<file path="config.mk">
export PLATFORM = sky130hd
export DESIGN_NAME = gpt_gpio_pin
export DESIGN_NICKNAME = d
export VERILOG_FILES = /design/src/hw/gpt_pkg.sv /design/src/hw/gpt_gpio_pin.sv
export SDC_FILE = /design/constraint.sdc
export NUM_CORES = 1
export LEC_CHECK = 0
export ABC_CLOCK_PERIOD_IN_PS = 5900
export BUFFER_PORTS_ARGS = -buffer_cell sky130_fd_sc_hd__buf_2
export CORE_MARGIN = 8
export CORE_UTILIZATION = 35
export CTS_CLUSTER_SIZE = 28
export DETAILED_ROUTE_END_ITERATION = 8
export HOLD_SLACK_MARGIN = 0.06
export PLACE_DENSITY_LB_ADDON = 0.2
export SETUP_SLACK_MARGIN = 0.3
export SYNTH_ARGS = -nofsm -noshare
export SYNTH_HDL_FRONTEND = slang
export SYNTH_SLANG_ARGS = --single-unit
</file>
<file path="constraint.sdc">
create_clock -name clk -period 5.9 [get_ports clk]
set_input_delay 0.295 -clock clk [delete_from_list [all_inputs] [get_ports clk]]
set_output_delay 0.295 -clock clk [all_outputs]
set_load 0.01 [all_outputs]
</file>
<file path="src/hw/gpt_pkg.sv">
/*
  gpt_pkg: shared constants and types for the single-pin gpio controller
  with pulse timer. Assumes a 200 MHz system clock and an APB register bus
  with 32-bit data and byte addresses on 8 bits.
*/
package gpt_pkg;

  // register byte offsets
  localparam logic [7:0] GPT_OFS_CFG    = 8'h00;
  localparam logic [7:0] GPT_OFS_OUT    = 8'h04;
  localparam logic [7:0] GPT_OFS_IN     = 8'h08;
  localparam logic [7:0] GPT_OFS_TRIG   = 8'h0C;
  localparam logic [7:0] GPT_OFS_PRESC  = 8'h10;
  localparam logic [7:0] GPT_OFS_LIMIT  = 8'h14;
  localparam logic [7:0] GPT_OFS_PCTRL  = 8'h18;
  localparam logic [7:0] GPT_OFS_RESULT = 8'h1C;
  localparam logic [7:0] GPT_OFS_ISTAT  = 8'h20;
  localparam logic [7:0] GPT_OFS_IMASK  = 8'h24;

  // configuration register fields
  localparam int GPT_CFG_MODE_LSB  = 0;
  localparam int GPT_CFG_PULL_LSB  = 4;
  localparam int GPT_CFG_DRIVE_LSB = 8;
  localparam int GPT_CFG_ALT_LSB   = 12;
  localparam int GPT_CFG_LEVEL_BIT = 16;
  localparam int GPT_CFG_WR_MODE   = 24;
  localparam int GPT_CFG_WR_PULL   = 25;
  localparam int GPT_CFG_WR_DRIVE  = 26;
  localparam int GPT_CFG_WR_LEVEL  = 27;
  localparam int GPT_CFG_WR_ALT    = 28;

  // trigger enable bits
  localparam int GPT_TRIG_FALL = 0;
  localparam int GPT_TRIG_RISE = 1;
  localparam int GPT_TRIG_LOW  = 2;
  localparam int GPT_TRIG_HIGH = 3;

  // pulse control and interrupt bits
  localparam int GPT_PCTRL_START = 0;
  localparam int GPT_PCTRL_LEVEL = 1;
  localparam int GPT_IRQ_PIN     = 0;
  localparam int GPT_IRQ_PULSE   = 1;

  // timing
  localparam int          GPT_CLK_HZ      = 200000000;
  localparam int          GPT_TICK_US     = 1;
  localparam logic [15:0] GPT_PRESC_RESET =
    16'(GPT_CLK_HZ / 1000000 * GPT_TICK_US - 1);
  localparam int          GPT_LIMIT_US    = 1000000;

  // reported results
  localparam logic [31:0] GPT_RES_WAIT_TO = 32'hFFFF_FFFE;
  localparam logic [31:0] GPT_RES_MEAS_TO = 32'hFFFF_FFFF;

  // reset values
  localparam logic [3:0] GPT_ALT_RESET  = 4'h0;
  localparam logic [3:0] GPT_TRIG_RESET = 4'h0;
  localparam logic [1:0] GPT_MASK_RESET = 2'h0;

  typedef enum logic [2:0] {
    GPT_MODE_IN, GPT_MODE_OUT, GPT_MODE_OPEN_DRAIN, GPT_MODE_ALT,
    GPT_MODE_ALT_OPEN_DRAIN
  } gpt_mode_type;
  typedef enum logic [1:0] {GPT_PULL_NONE, GPT_PULL_UP, GPT_PULL_DOWN}
    gpt_pull_type;
  typedef enum logic [1:0] {GPT_DRIVE_LOW, GPT_MEDIUM_DRIVE_LEVEL,
    GPT_DRIVE_HIGH} gpt_drive_type;
  typedef enum logic [1:0] {GPT_PT_IDLE, GPT_PT_WAIT, GPT_PT_MEASURE}
    gpt_pulse_state_type;

endpackage

</file>
<file path="src/hw/gpt_gpio_pin.sv">
/*
  gpt_gpio_pin: one general-purpose pin with mode, pull, drive and
  alternate-function control, trigger interrupt and a pulse duration
  measurement timer, all behind an APB slave.
  Assumes: one clock at 200 MHz, synchronous active-high reset, an
  alternate peripheral on the same clock, pad logic that resolves
  pin_o/pin_oe and applies pull and drive selections.
  alt_o_i/alt_oe_i are taken unsynchronised, so they must share clk.
  Limitations: a start while the timer is busy is dropped; a limit of
  zero times out at the first tick; only whole prescaler ticks count,
  so a result may fall short by up to one microsecond.
*/
// Added by the designer: the APB interface to the registers and the register addresses.
// Summary of operation
// input mode disables the driver, pin floats, level still sampled.
// output mode drives the stored level onto the pin.
// open-drain mode pulls low for 0, releases for 1.
// alternate mode hands the pin to the peripheral.
// alternate open-drain variant turns peripheral drive into open-drain.
// pull choice is none, pull-up or pull-down.
// supplied initial level applies only in output or open-drain mode.
// drive strength is low, medium or high.
// alternate selector picks a peripheral function in alternate modes.
// a configuration write updates only the fields flagged as supplied.
// leaving alternate mode for a gpio mode detaches the peripheral.
// pulse level argument 0 times low pulses, 1 times high pulses.
// wait for the target level unless matched, then time it.
// result -2 on wait timeout, -1 on measure timeout, else micros.
// one microsecond limit bounds both phases, default one million.
// level written in input mode is held and shown once driving.
// interrupt on falling, rising, low or high level, any combination.
// microsecond tick from a prescaler; pin input synchronised first.
`timescale 1ns/1ps
`default_nettype none

module gpt_gpio_pin
  import gpt_pkg::*;
#(
  parameter logic [31:0] LIMIT_RESET = 32'(GPT_LIMIT_US)
) (
  // clock and reset
  input  wire logic        clk,
  input  wire logic        reset,
  // apb slave
  input  wire logic        psel,
  input  wire logic        penable,
  input  wire logic        pwrite,
  input  wire logic [7:0]  paddr,
  input  wire logic [31:0] pwdata,
  output logic      [31:0] prdata,
  output logic             pready,
  output logic             pslverr,
  // pad
  input  wire logic        pin_i,
  output logic             pin_o,
  output logic             pin_oe,
  output logic             pull_up_en,
  output logic             pull_down_en,
  output logic      [1:0]  drive_sel,
  // alternate peripheral
  input  wire logic        alt_o_i,
  input  wire logic        alt_oe_i,
  output logic             alt_en,
  output logic      [3:0]  alt_sel,
  // interrupt
  output logic             irq
);

  typedef struct packed {
    gpt_mode_type        mode;
    gpt_pull_type        pull;
    gpt_drive_type       drive;
    logic [3:0]          alt_sel;
    logic                out_level;
    logic [3:0]          trig;
    logic [15:0]         presc;
    logic [31:0]         limit;
    gpt_pulse_state_type pstate;
    logic                plevel;
    logic [15:0]         pre_cnt;
    logic [31:0]         elapsed;
    logic [31:0]         result;
    logic [1:0]          istat;
    logic [1:0]          imask;
    logic [2:0]          sync;
    logic                pin_lvl;
    logic                src_prev;
    logic                pin_o;
    logic                pin_oe;
    logic                pull_up;
    logic                pull_dn;
    logic [1:0]          drv;
    logic                alt_en;
    logic [3:0]          alt_sel_o;
    logic                irq;
    logic [31:0]         prdata;
    logic                pready;
    logic                pslverr;
  } gpt_state_type;

  gpt_state_type st_q;
  gpt_state_type st_d;

  // offsets that answer without a slave error
  function automatic logic gpt_mapped(input logic [7:0] a);
    unique case (a)
      GPT_OFS_CFG, GPT_OFS_OUT, GPT_OFS_IN, GPT_OFS_TRIG, GPT_OFS_PRESC,
      GPT_OFS_LIMIT, GPT_OFS_PCTRL, GPT_OFS_RESULT, GPT_OFS_ISTAT,
      GPT_OFS_IMASK: return 1'b1;
      default:       return 1'b0;
    endcase
  endfunction

  function automatic logic gpt_is_alt(input gpt_mode_type m);
    return (m == GPT_MODE_ALT) || (m == GPT_MODE_ALT_OPEN_DRAIN);
  endfunction

  // code 3 of the two-bit pull and drive fields has no meaning
  function automatic logic gpt_code2_ok(input logic [1:0] c);
    return c != 2'h3;
  endfunction

  function automatic logic gpt_expired(input logic [31:0] count,
                                       input logic [31:0] limit);
    return count >= limit;
  endfunction

  // unmapped offsets read as zero
  function automatic logic [31:0] gpt_read(input gpt_state_type s,
                                           input logic [7:0] a);
    logic [31:0] r;
    r = 32'h0000_0000;
    unique case (a)
      GPT_OFS_CFG: begin
        r[GPT_CFG_MODE_LSB +: 3]  = s.mode;
        r[GPT_CFG_PULL_LSB +: 2]  = s.pull;
        r[GPT_CFG_DRIVE_LSB +: 2] = s.drive;
        r[GPT_CFG_ALT_LSB +: 4]   = s.alt_sel;
        r[GPT_CFG_LEVEL_BIT]      = s.out_level;
      end
      GPT_OFS_OUT:    r[0] = s.out_level;
      GPT_OFS_IN: begin
        r[0] = s.pin_lvl;
        r[1] = s.pin_oe;
      end
      GPT_OFS_TRIG:   r[3:0] = s.trig;
      GPT_OFS_PRESC:  r[15:0] = s.presc;
      GPT_OFS_LIMIT:  r = s.limit;
      GPT_OFS_PCTRL: begin
        r[GPT_PCTRL_START] = (s.pstate != GPT_PT_IDLE);
        r[GPT_PCTRL_LEVEL] = s.plevel;
      end
      GPT_OFS_RESULT: r = s.result;
      GPT_OFS_ISTAT:  r[1:0] = s.istat;
      GPT_OFS_IMASK:  r[1:0] = s.imask;
      default:        r = 32'h0000_0000;
    endcase
    return r;
  endfunction

  always_comb begin
    logic        acc;
    logic        wr;
    logic        src;
    logic        evt;
    logic        match;
    logic        tick;
    logic        done;
    logic [31:0] next_el;
    logic [2:0]  mcode;
    logic [1:0]  pcode;
    logic [1:0]  dcode;
    acc     = psel && penable && !st_q.pready;
    wr      = psel && penable && st_q.pready && pwrite;
    src     = 1'b0;
    evt     = 1'b0;
    match   = 1'b0;
    tick    = 1'b0;
    done    = 1'b0;
    next_el = 32'h0000_0000;
    mcode   = pwdata[GPT_CFG_MODE_LSB +: 3];
    pcode   = pwdata[GPT_CFG_PULL_LSB +: 2];
    dcode   = pwdata[GPT_CFG_DRIVE_LSB +: 2];
    st_d    = st_q;

    // apb: one wait state, so prdata and pready both come from flops
    st_d.pready  = acc;
    st_d.pslverr = acc && !gpt_mapped(paddr);
    if (acc) begin
      st_d.prdata = gpt_read(st_q, paddr);
    end

    // three-stage input capture; accept a level once stages 2 and 3 agree
    st_d.sync = {st_q.sync[1:0], pin_i};
    if (st_q.sync[1] == st_q.sync[2]) begin
      st_d.pin_lvl = st_q.sync[2];
    end

    if (wr) begin
      unique case (paddr)
        GPT_OFS_CFG: begin
          // absent fields keep their value
          if (pwdata[GPT_CFG_WR_MODE] && mcode <= 3'h4) begin
            st_d.mode = gpt_mode_type'(mcode);
          end
          if (pwdata[GPT_CFG_WR_PULL] && gpt_code2_ok(pcode)) begin
            st_d.pull = gpt_pull_type'(pcode);
          end
          if (pwdata[GPT_CFG_WR_DRIVE] && gpt_code2_ok(dcode)) begin
            st_d.drive = gpt_drive_type'(dcode);
          end
          if (pwdata[GPT_CFG_WR_ALT]) begin
            st_d.alt_sel = pwdata[GPT_CFG_ALT_LSB +: 4];
          end
          if (pwdata[GPT_CFG_WR_LEVEL] &&
              (st_d.mode == GPT_MODE_OUT ||
               st_d.mode == GPT_MODE_OPEN_DRAIN)) begin
            st_d.out_level = pwdata[GPT_CFG_LEVEL_BIT];
          end
        end
        // stored in any mode, driven only when an output mode is active
        GPT_OFS_OUT:   st_d.out_level = pwdata[0];
        GPT_OFS_TRIG:  st_d.trig = pwdata[3:0];
        GPT_OFS_PRESC: st_d.presc = pwdata[15:0];
        GPT_OFS_LIMIT: st_d.limit = pwdata;
        GPT_OFS_IMASK: st_d.imask = pwdata[1:0];
        GPT_OFS_ISTAT: st_d.istat = st_q.istat & ~pwdata[1:0];
        default: ;
      endcase
    end

    // pin drive from the next mode so the pad follows the register
    st_d.alt_en    = gpt_is_alt(st_d.mode);
    st_d.alt_sel_o = st_d.alt_en ? st_d.alt_sel : GPT_ALT_RESET;
    st_d.pull_up   = (st_d.pull == GPT_PULL_UP);
    st_d.pull_dn   = (st_d.pull == GPT_PULL_DOWN);
    st_d.drv       = st_d.drive;
    unique case (st_d.mode)
      GPT_MODE_IN: begin
        st_d.pin_o  = 1'b0;
        st_d.pin_oe = 1'b0;
      end
      GPT_MODE_OUT: begin
        st_d.pin_o  = st_d.out_level;
        st_d.pin_oe = 1'b1;
      end
      GPT_MODE_OPEN_DRAIN: begin
        st_d.pin_o  = 1'b0;
        st_d.pin_oe = !st_d.out_level;
      end
      GPT_MODE_ALT: begin
        st_d.pin_o  = alt_o_i;
        st_d.pin_oe = alt_oe_i;
      end
      GPT_MODE_ALT_OPEN_DRAIN: begin
        // peripheral can only pull low
        st_d.pin_o  = 1'b0;
        st_d.pin_oe = alt_oe_i && !alt_o_i;
      end
      default: begin
        // unassigned mode code: keep the pad released
        st_d.pin_o  = 1'b0;
        st_d.pin_oe = 1'b0;
      end
    endcase

    // trigger source: the buffer while we drive it, the pin otherwise
    unique case (st_q.mode)
      GPT_MODE_OUT:        src = st_q.out_level;
      GPT_MODE_OPEN_DRAIN: src = st_q.out_level && st_q.pin_lvl;
      default:             src = st_q.pin_lvl;
    endcase
    st_d.src_prev = src;
    evt = (st_q.trig[GPT_TRIG_FALL] && st_q.src_prev && !src) ||
          (st_q.trig[GPT_TRIG_RISE] && !st_q.src_prev && src) ||
          (st_q.trig[GPT_TRIG_LOW] && !src) ||
          (st_q.trig[GPT_TRIG_HIGH] && src);

    // pulse timer
    match   = (st_q.pin_lvl == st_q.plevel);
    // >= so that lowering the prescaler mid-count never skips a wrap
    tick    = (st_q.pre_cnt >= st_q.presc);
    next_el = st_q.elapsed + 32'h0000_0001;
    if (st_q.pstate != GPT_PT_IDLE) begin
      st_d.pre_cnt = tick ? 16'h0000 : st_q.pre_cnt + 16'h0001;
    end
    unique case (st_q.pstate)
      GPT_PT_IDLE: begin
        // a start while busy is ignored; software polls the busy bit
        if (wr && paddr == GPT_OFS_PCTRL && pwdata[GPT_PCTRL_START]) begin
          st_d.plevel  = pwdata[GPT_PCTRL_LEVEL];
          st_d.pre_cnt = 16'h0000;
          st_d.elapsed = 32'h0000_0000;
          st_d.pstate  = (st_q.pin_lvl == pwdata[GPT_PCTRL_LEVEL]) ?
                         GPT_PT_MEASURE : GPT_PT_WAIT;
        end
      end
      GPT_PT_WAIT: begin
        if (match) begin
          st_d.pstate  = GPT_PT_MEASURE;
          st_d.pre_cnt = 16'h0000;
          st_d.elapsed = 32'h0000_0000;
        end else if (tick) begin
          if (gpt_expired(next_el, st_q.limit)) begin
            st_d.result = GPT_RES_WAIT_TO;
            st_d.pstate = GPT_PT_IDLE;
            done        = 1'b1;
          end else begin
            st_d.elapsed = next_el;
          end
        end
      end
      GPT_PT_MEASURE: begin
        if (!match) begin
          st_d.result = st_q.elapsed;
          st_d.pstate = GPT_PT_IDLE;
          done        = 1'b1;
        end else if (tick) begin
          if (gpt_expired(next_el, st_q.limit)) begin
            st_d.result = GPT_RES_MEAS_TO;
            st_d.pstate = GPT_PT_IDLE;
            done        = 1'b1;
          end else begin
            st_d.elapsed = next_el;
          end
        end
      end
      default: begin
        // unreachable code: fall back to idle rather than lock up
        st_d.pstate = GPT_PT_IDLE;
      end
    endcase

    // sticky status, a new event wins over a same-cycle clear
    if (evt) begin
      st_d.istat[GPT_IRQ_PIN] = 1'b1;
    end
    if (done) begin
      st_d.istat[GPT_IRQ_PULSE] = 1'b1;
    end
    st_d.irq = |(st_d.istat & st_d.imask);
  end

  always_ff @(posedge clk) begin
    if (reset) begin
      // fields not named below reset to zero
      st_q           <= '0;
      st_q.mode      <= GPT_MODE_IN;
      st_q.pull      <= GPT_PULL_NONE;
      st_q.drive     <= GPT_DRIVE_LOW;
      st_q.alt_sel   <= GPT_ALT_RESET;
      st_q.trig      <= GPT_TRIG_RESET;
      st_q.presc     <= GPT_PRESC_RESET;
      st_q.limit     <= LIMIT_RESET;
      st_q.pstate    <= GPT_PT_IDLE;
      st_q.imask     <= GPT_MASK_RESET;
    end else begin
      st_q <= st_d;
    end
  end

  assign prdata       = st_q.prdata;
  assign pready       = st_q.pready;
  assign pslverr      = st_q.pslverr;
  assign pin_o        = st_q.pin_o;
  assign pin_oe       = st_q.pin_oe;
  assign pull_up_en   = st_q.pull_up;
  assign pull_down_en = st_q.pull_dn;
  assign drive_sel    = st_q.drv;
  assign alt_en       = st_q.alt_en;
  assign alt_sel      = st_q.alt_sel_o;
  assign irq          = st_q.irq;

endmodule

`default_nettype wire

</file>
Word level (Yosys, flattened, before mapping)
Cells that the tools add are included. W data, S select, Z words.

Input port bits: 48. Output and inout bits: 46. Word-level logic and storage cells: 176. Register bits after elaboration: 200.

Bitwise operators: 4. Order comparisons: 3. Mux-type cells: 59. Eq/ne operators: 35. Add/sub/neg operators: 2. Reductions and logical operators: 45.

Operator list (count): $mux W32 (8); $mux W64 (3); $pmux W32 S3 (1); $mux W16 (4); $pmux W32 S2 (1); $mux W51 (1); $add A32 B1 Y32 const B (1); $eq A8 B5 Y1 const B (4); $ge A32 B32 Y1 (1); $pmux W16 S2 (1); $pmux W15 S2 (1); $pmux W2 S4 (3); $logic_and A1 B1 Y1 (19); $mux W2 (9); $pmux W2 S3 (3); $add A16 B1 Y16 const B (1); $eq A8 B4 Y1 const B (2); $eq A8 B6 Y1 const B (2); $ge A16 B16 Y1 (1); $ne A2 B2 Y1 const B (8); $pmux W4 S4 (1); $eq A3 B2 Y1 const B (4); $mux W4 (3); $mux W11 (1); other kinds (31) (65).

Depth between registers and ports, before layout
Depth in word-level cells: 15. Depth in mapped cells: 17. Depth with buffers taken out: 15.

Least setup slack after synthesis
OpenSTA, ideal clock, no wires.

Path type: register -> register. Start point: reg st_q[87] (netlist bit). End point: reg st_q[76] (netlist bit). Buffers on the path: 2. Required time: 5.841 ns. Arrival time: 4.211 ns. Period minus slack after synthesis: 4.270 ns. Setup time: 0.059 ns. Path slack: 1.630 ns. Cell stages (with the launch flop): 18. Path through: dfxtp_1 ha_1 nand3_4 nor4_4 nand2_4 or3_4 or2_4 xnor2_1 ha_1 nand4_1 nor4_1 nand2_1 a21o_1 clkbuf_1 a211oi_1 a31o_2 clkbuf_1 o221a_2.

Longest elaborated chain between the ends: 4. Elaborated cells on any way between the ends: 5. Those cells by class: add/sub: 1; order compare: 1; eq/ne: 2; reduce/logical: 1.

Ends and longest elaborated chain: start: declaration (line gpt_gpio_pin.sv:101) `gpt_state_type st_q;`; start signal: assignment (line gpt_gpio_pin.sv:358) `st_q <= st_d;`; $add A32 B1 Y32 * (line gpt_gpio_pin.sv:283) `next_el = st_q.elapsed + 32'h0000_0001;`; $ge A32 B32 Y1 * (line gpt_gpio_pin.sv:125) `return count >= limit;`; $ne A3 B3 Y1 (no line) or $ne A2 B2 Y1 (tied branches); $reduce_and A6 Y1 (no line) *.

Mark *: on every way between the ends. The rest lies on a longest branch, timed or not. A chain may end at the register's enable or synchronous reset.

Final worst setup path
Start point: reg st_q[87] (netlist bit). End point: reg st_q[86] (netlist bit).

The elaborated chain is that of the path after synthesis.

==> metrics.md <==
| Metric | Value |
|---|---|
| Final Hold Vio Count | 0 |
| Synthesized area | 10,900 µm² |
| Classification of the worst-slack hold path | in -> reg |
| Post-Syn Area per Cell | 8.45 µm² |
| Power per cell area | 227 nW/µm² |
| Worst slew pin tran | 1.05 ns |
| Crit. End Element | flop |
| Post-DP Area | 11,300 µm² |
| Status | completed |
| Final setup TNS | 0 ns |
| Crit path time final | 5.06 ns |
| Clock network fraction of design power | 0.443 |
| Gr ovfl total | 0 |
| Sink Count | 200 |
| Die area | 37,100 µm² |
| Crit path buf inv count | 0 |
| CTS Buffer Depth | 2 |
| Initial antenna violation count | 0 |
| Syn Inst Count | 1,291 |
| DP Wirelength | 24,100 µm |
| Worst hold margin | 0.0885 ns |
| Post-CTS setup repair buffer count | 0 |
| CP max-delay cell | a31o_2 |
| RSZ-0062 raised after global routing | false |
| Final Instance Area | 11,800 µm² |
| Register share of total power | 0.509 |
| Post-synth net total | 1,393 |
| Main synth FF type | dfxtp_1 |
| Root Driver | clkbuf_16 |
| Worst Path Required | 6.29 ns |
| Critical path's top delay family | simple AND/OR/NAND/NOR gates |
| Largest net degree at the start of global routing | 69 |
| GRT Util Overall | 0.184 |
| Logic pwr share | 0.047 |
| Setup Crit Path Kind | reg -> reg |
| Max Transition Viols Final | 0 |
| Rows | 64 |
| Via density | 5.56 |
| VDD IR-drop max | 0.163 mV |
| H-tree Lvls | 4 |
| Initial DRC count | 790 |
| Crit-path most repeated cell | ha_1 |
| Crit path arrival time | 5.45 ns |
| Number of synthesized register bits | 200 |
| Routed len/inst | 20.0 µm |
| EDFF count, synth | 0 |
| Die Span X | 193 µm |
| Share of cells above drive strength 1 | 0.152 |
| Final ANT Viol Nets | 0 |
| ANT cells | 0 |
| CTS tree | built |
| Clock Skews | 0.0146 ns |
| Max stage delay on crit path | 0.69 ns |
| First-pass GRT wire length | 53,400 µm |
| Final Core Density | 0.386 |
| Critical Path Fanout Max | 31 |
| # DRC | 0 |
| Net Sw Power | 0.000666 W |
| Skew-Pair Late Insertion Delay | 0.45 ns |
| Max cap viols | 0 |
| Initial Util | 0.356 |
| Synth cell types | 84 |
| Pleak | 4.42 nW |
| Routability cong. | 0.851 |
| Port Buf Inserts | 93 |
| Io pins | 94 |
| Sw frac | 0.248 |
| Asr flop ratio synth | 0 |
| Design Power | 0.00269 W |
| Achievable frequency | 0.198 GHz |
| Via count | 9,437 |
| Die Y | 193 µm |
| Final nets | 1,389 |
| Area grow syn2layout | 8.64% |
| Vias in the first global route | 9,065 |
| Crit start category | flop |
| Number of buffers inserted during clock tree synthesis | 17 |
| Synth warn | 0 |
| CP cell instances | ha_1 -> nand3_4 -> nor4_4 -> nand2_4 -> or3_4 -> or2_4 -> xnor2_1 -> ha_1 -> nand4_1 -> nor4_1 -> nand2_1 -> a21o_1 -> a211oi_1 -> a31o_2 -> o221a_2 |
| Pre-antenna DRT Iters | 5 |
| Core ar. | 30,700 µm² |
| Rel. slew slack | 0.295 |
| Int Pwr | 0.00202 W |
| Final period util | 0.858 |
| Register area share after synthesis | 0.367 |
| CTS clk-pin slew, worst paths | 0.07 ns |
| Final WL | 33,900 µm |
| Setup violators final | 0 |
[state kept, by name, indices dropped and copies added (netlist names)]
| register | cells |
|---|---|
| pin_oe | 1 |
| drive_sel | 2 |
| pin_o | 1 |
| pready | 1 |
| alt_en | 1 |
| pull_down_en | 1 |
| prdata | 32 |
| pslverr | 1 |
| irq | 1 |
| alt_sel | 4 |
| pull_up_en | 1 |
| st_q | 152 |
| st_d | 2 |
[repair_timing]
action	4_1_cts	5_1_grt
hold buffers	1	0
endpoints found under the hold margin	1	0
gates resized for setup	0	0
[power groups by stage]
stage	Clock, W	Sequential, W	Combinational [W]
after CTS	0.00121	0.00137	0.000129
after detailed placement	0	0.00140	0.000128
after floorplan	0	0.00140	0.0000832
final	0.00119	0.00137	0.000128
after global placement	0	0.00140	0.000127
after global routing	0.00127	0.00137	0.000141
[tightest hold or removal path: stages]
cell and delay (ns):
buf_2 0.10, nand2_1 0.05, a21oi_1 0.05
[layout by cell type, fill, tap and decap left out, types with 9 or more instances in the layout]
cell | netlist | layout
a21oi_1 | 86 | 86
a221oi_1 | 19 | 19
a22oi_1 | 25 | 25
a311oi_1 | 13 | 13
and2_1 | 12 | 12
buf_2 | 8 | 92
buf_4 | 42 | 14
clkbuf_16 | 0 | 17
dfxtp_1 | 200 | 200
ha_1 | 54 | 54
inv_1 | 65 | 65
mux2i_1 | 34 | 34
nand2_1 | 145 | 145
nand3_1 | 34 | 34
nand4_1 | 22 | 22
nor2_1 | 117 | 115
nor2b_1 | 9 | 9
nor3_1 | 27 | 26
nor4_1 | 21 | 21
o211ai_1 | 47 | 47
o21ai_0 | 42 | 42
o221a_2 | 31 | 31
xnor2_1 | 25 | 25
xor2_1 | 22 | 22
[final cells by class]
| class | instances | area (µm²) |
|---|---|---|
| fillers | 3172 | 18800 |
| well taps | 396 | 495 |
| multi-input cells | 895 | 5940 |
| repair buffers | 107 | 576 |
| inverters | 66 | 248 |
| clock inverters | 13 | 130 |
| flip-flops and latches | 200 | 4000 |
| clock buffers | 19 | 453 |
[through the flow]
step / instances / setup slack [ns]
after floorplan: 1291 / 1.63
after global placement: 1663 / 0.944
after detailed placement: 1663 / 0.852
after CTS: 1696 / 0.811
after global routing: 1696 / 0.350
final: 1696 / 0.837
[kinds of logic after synthesis]
family                   Yosys count  synth area share
XOR/XNOR                          47            0.0377
multiplexers                      35            0.0333
AO/OA/AOI/OAI                    329             0.215
AND/OR/NAND/NOR                  430             0.194
buffers and inverters            196            0.0912
flip-flops                       200             0.367
adder cells (fa/ha/maj)           54            0.0619
[path summary, 6_finish.rpt]
kind	startpoint	endpoint	slack, ns	depth (start not counted)
worst max-delay path	st_q[87]$_SDFFE_PP0P_	st_q[86]$_SDFFE_PP0P_	0.84	15
worst min-delay path	pwdata[21]	st_q[159]$_SDFFE_PP0P_	0.09	3
worst max register to register	st_q[87]$_SDFFE_PP0P_	st_q[86]$_SDFFE_PP0P_	0.84	15
worst min register to register	st_d[49]$_SDFF_PP0_	st_d[50]$_SDFF_PP0_	0.46	1
[synthesized netlist by cell type (all sizes together) (25+ instances only)]
cell type | count | area (µm²)
dfxtp | 200 | 4000
nand2 | 146 | 556
nor2 | 117 | 439
a21oi | 86 | 430
inv | 66 | 248
clkbuf | 64 | 243
buf | 62 | 464
ha | 54 | 676
o211ai | 48 | 365
o21ai | 45 | 233
nand3 | 35 | 188
mux2i | 34 | 340
o221a | 31 | 349
nor3 | 28 | 151
a22oi | 25 | 188
nor4 | 25 | 208
xnor2 | 25 | 219
[per-layer routing]
layer	wire (µm)	GRT usage	part of all wire	vias up
met5	0	0	0	-
met4	651	0.0596	0.019	0
met3	1900	0.0289	0.056	38
met2	15100	0.285	0.45	247
met1	16200	0.256	0.48	4526
li1	-	-	-	4626
(Power assumes the default switching activity.)
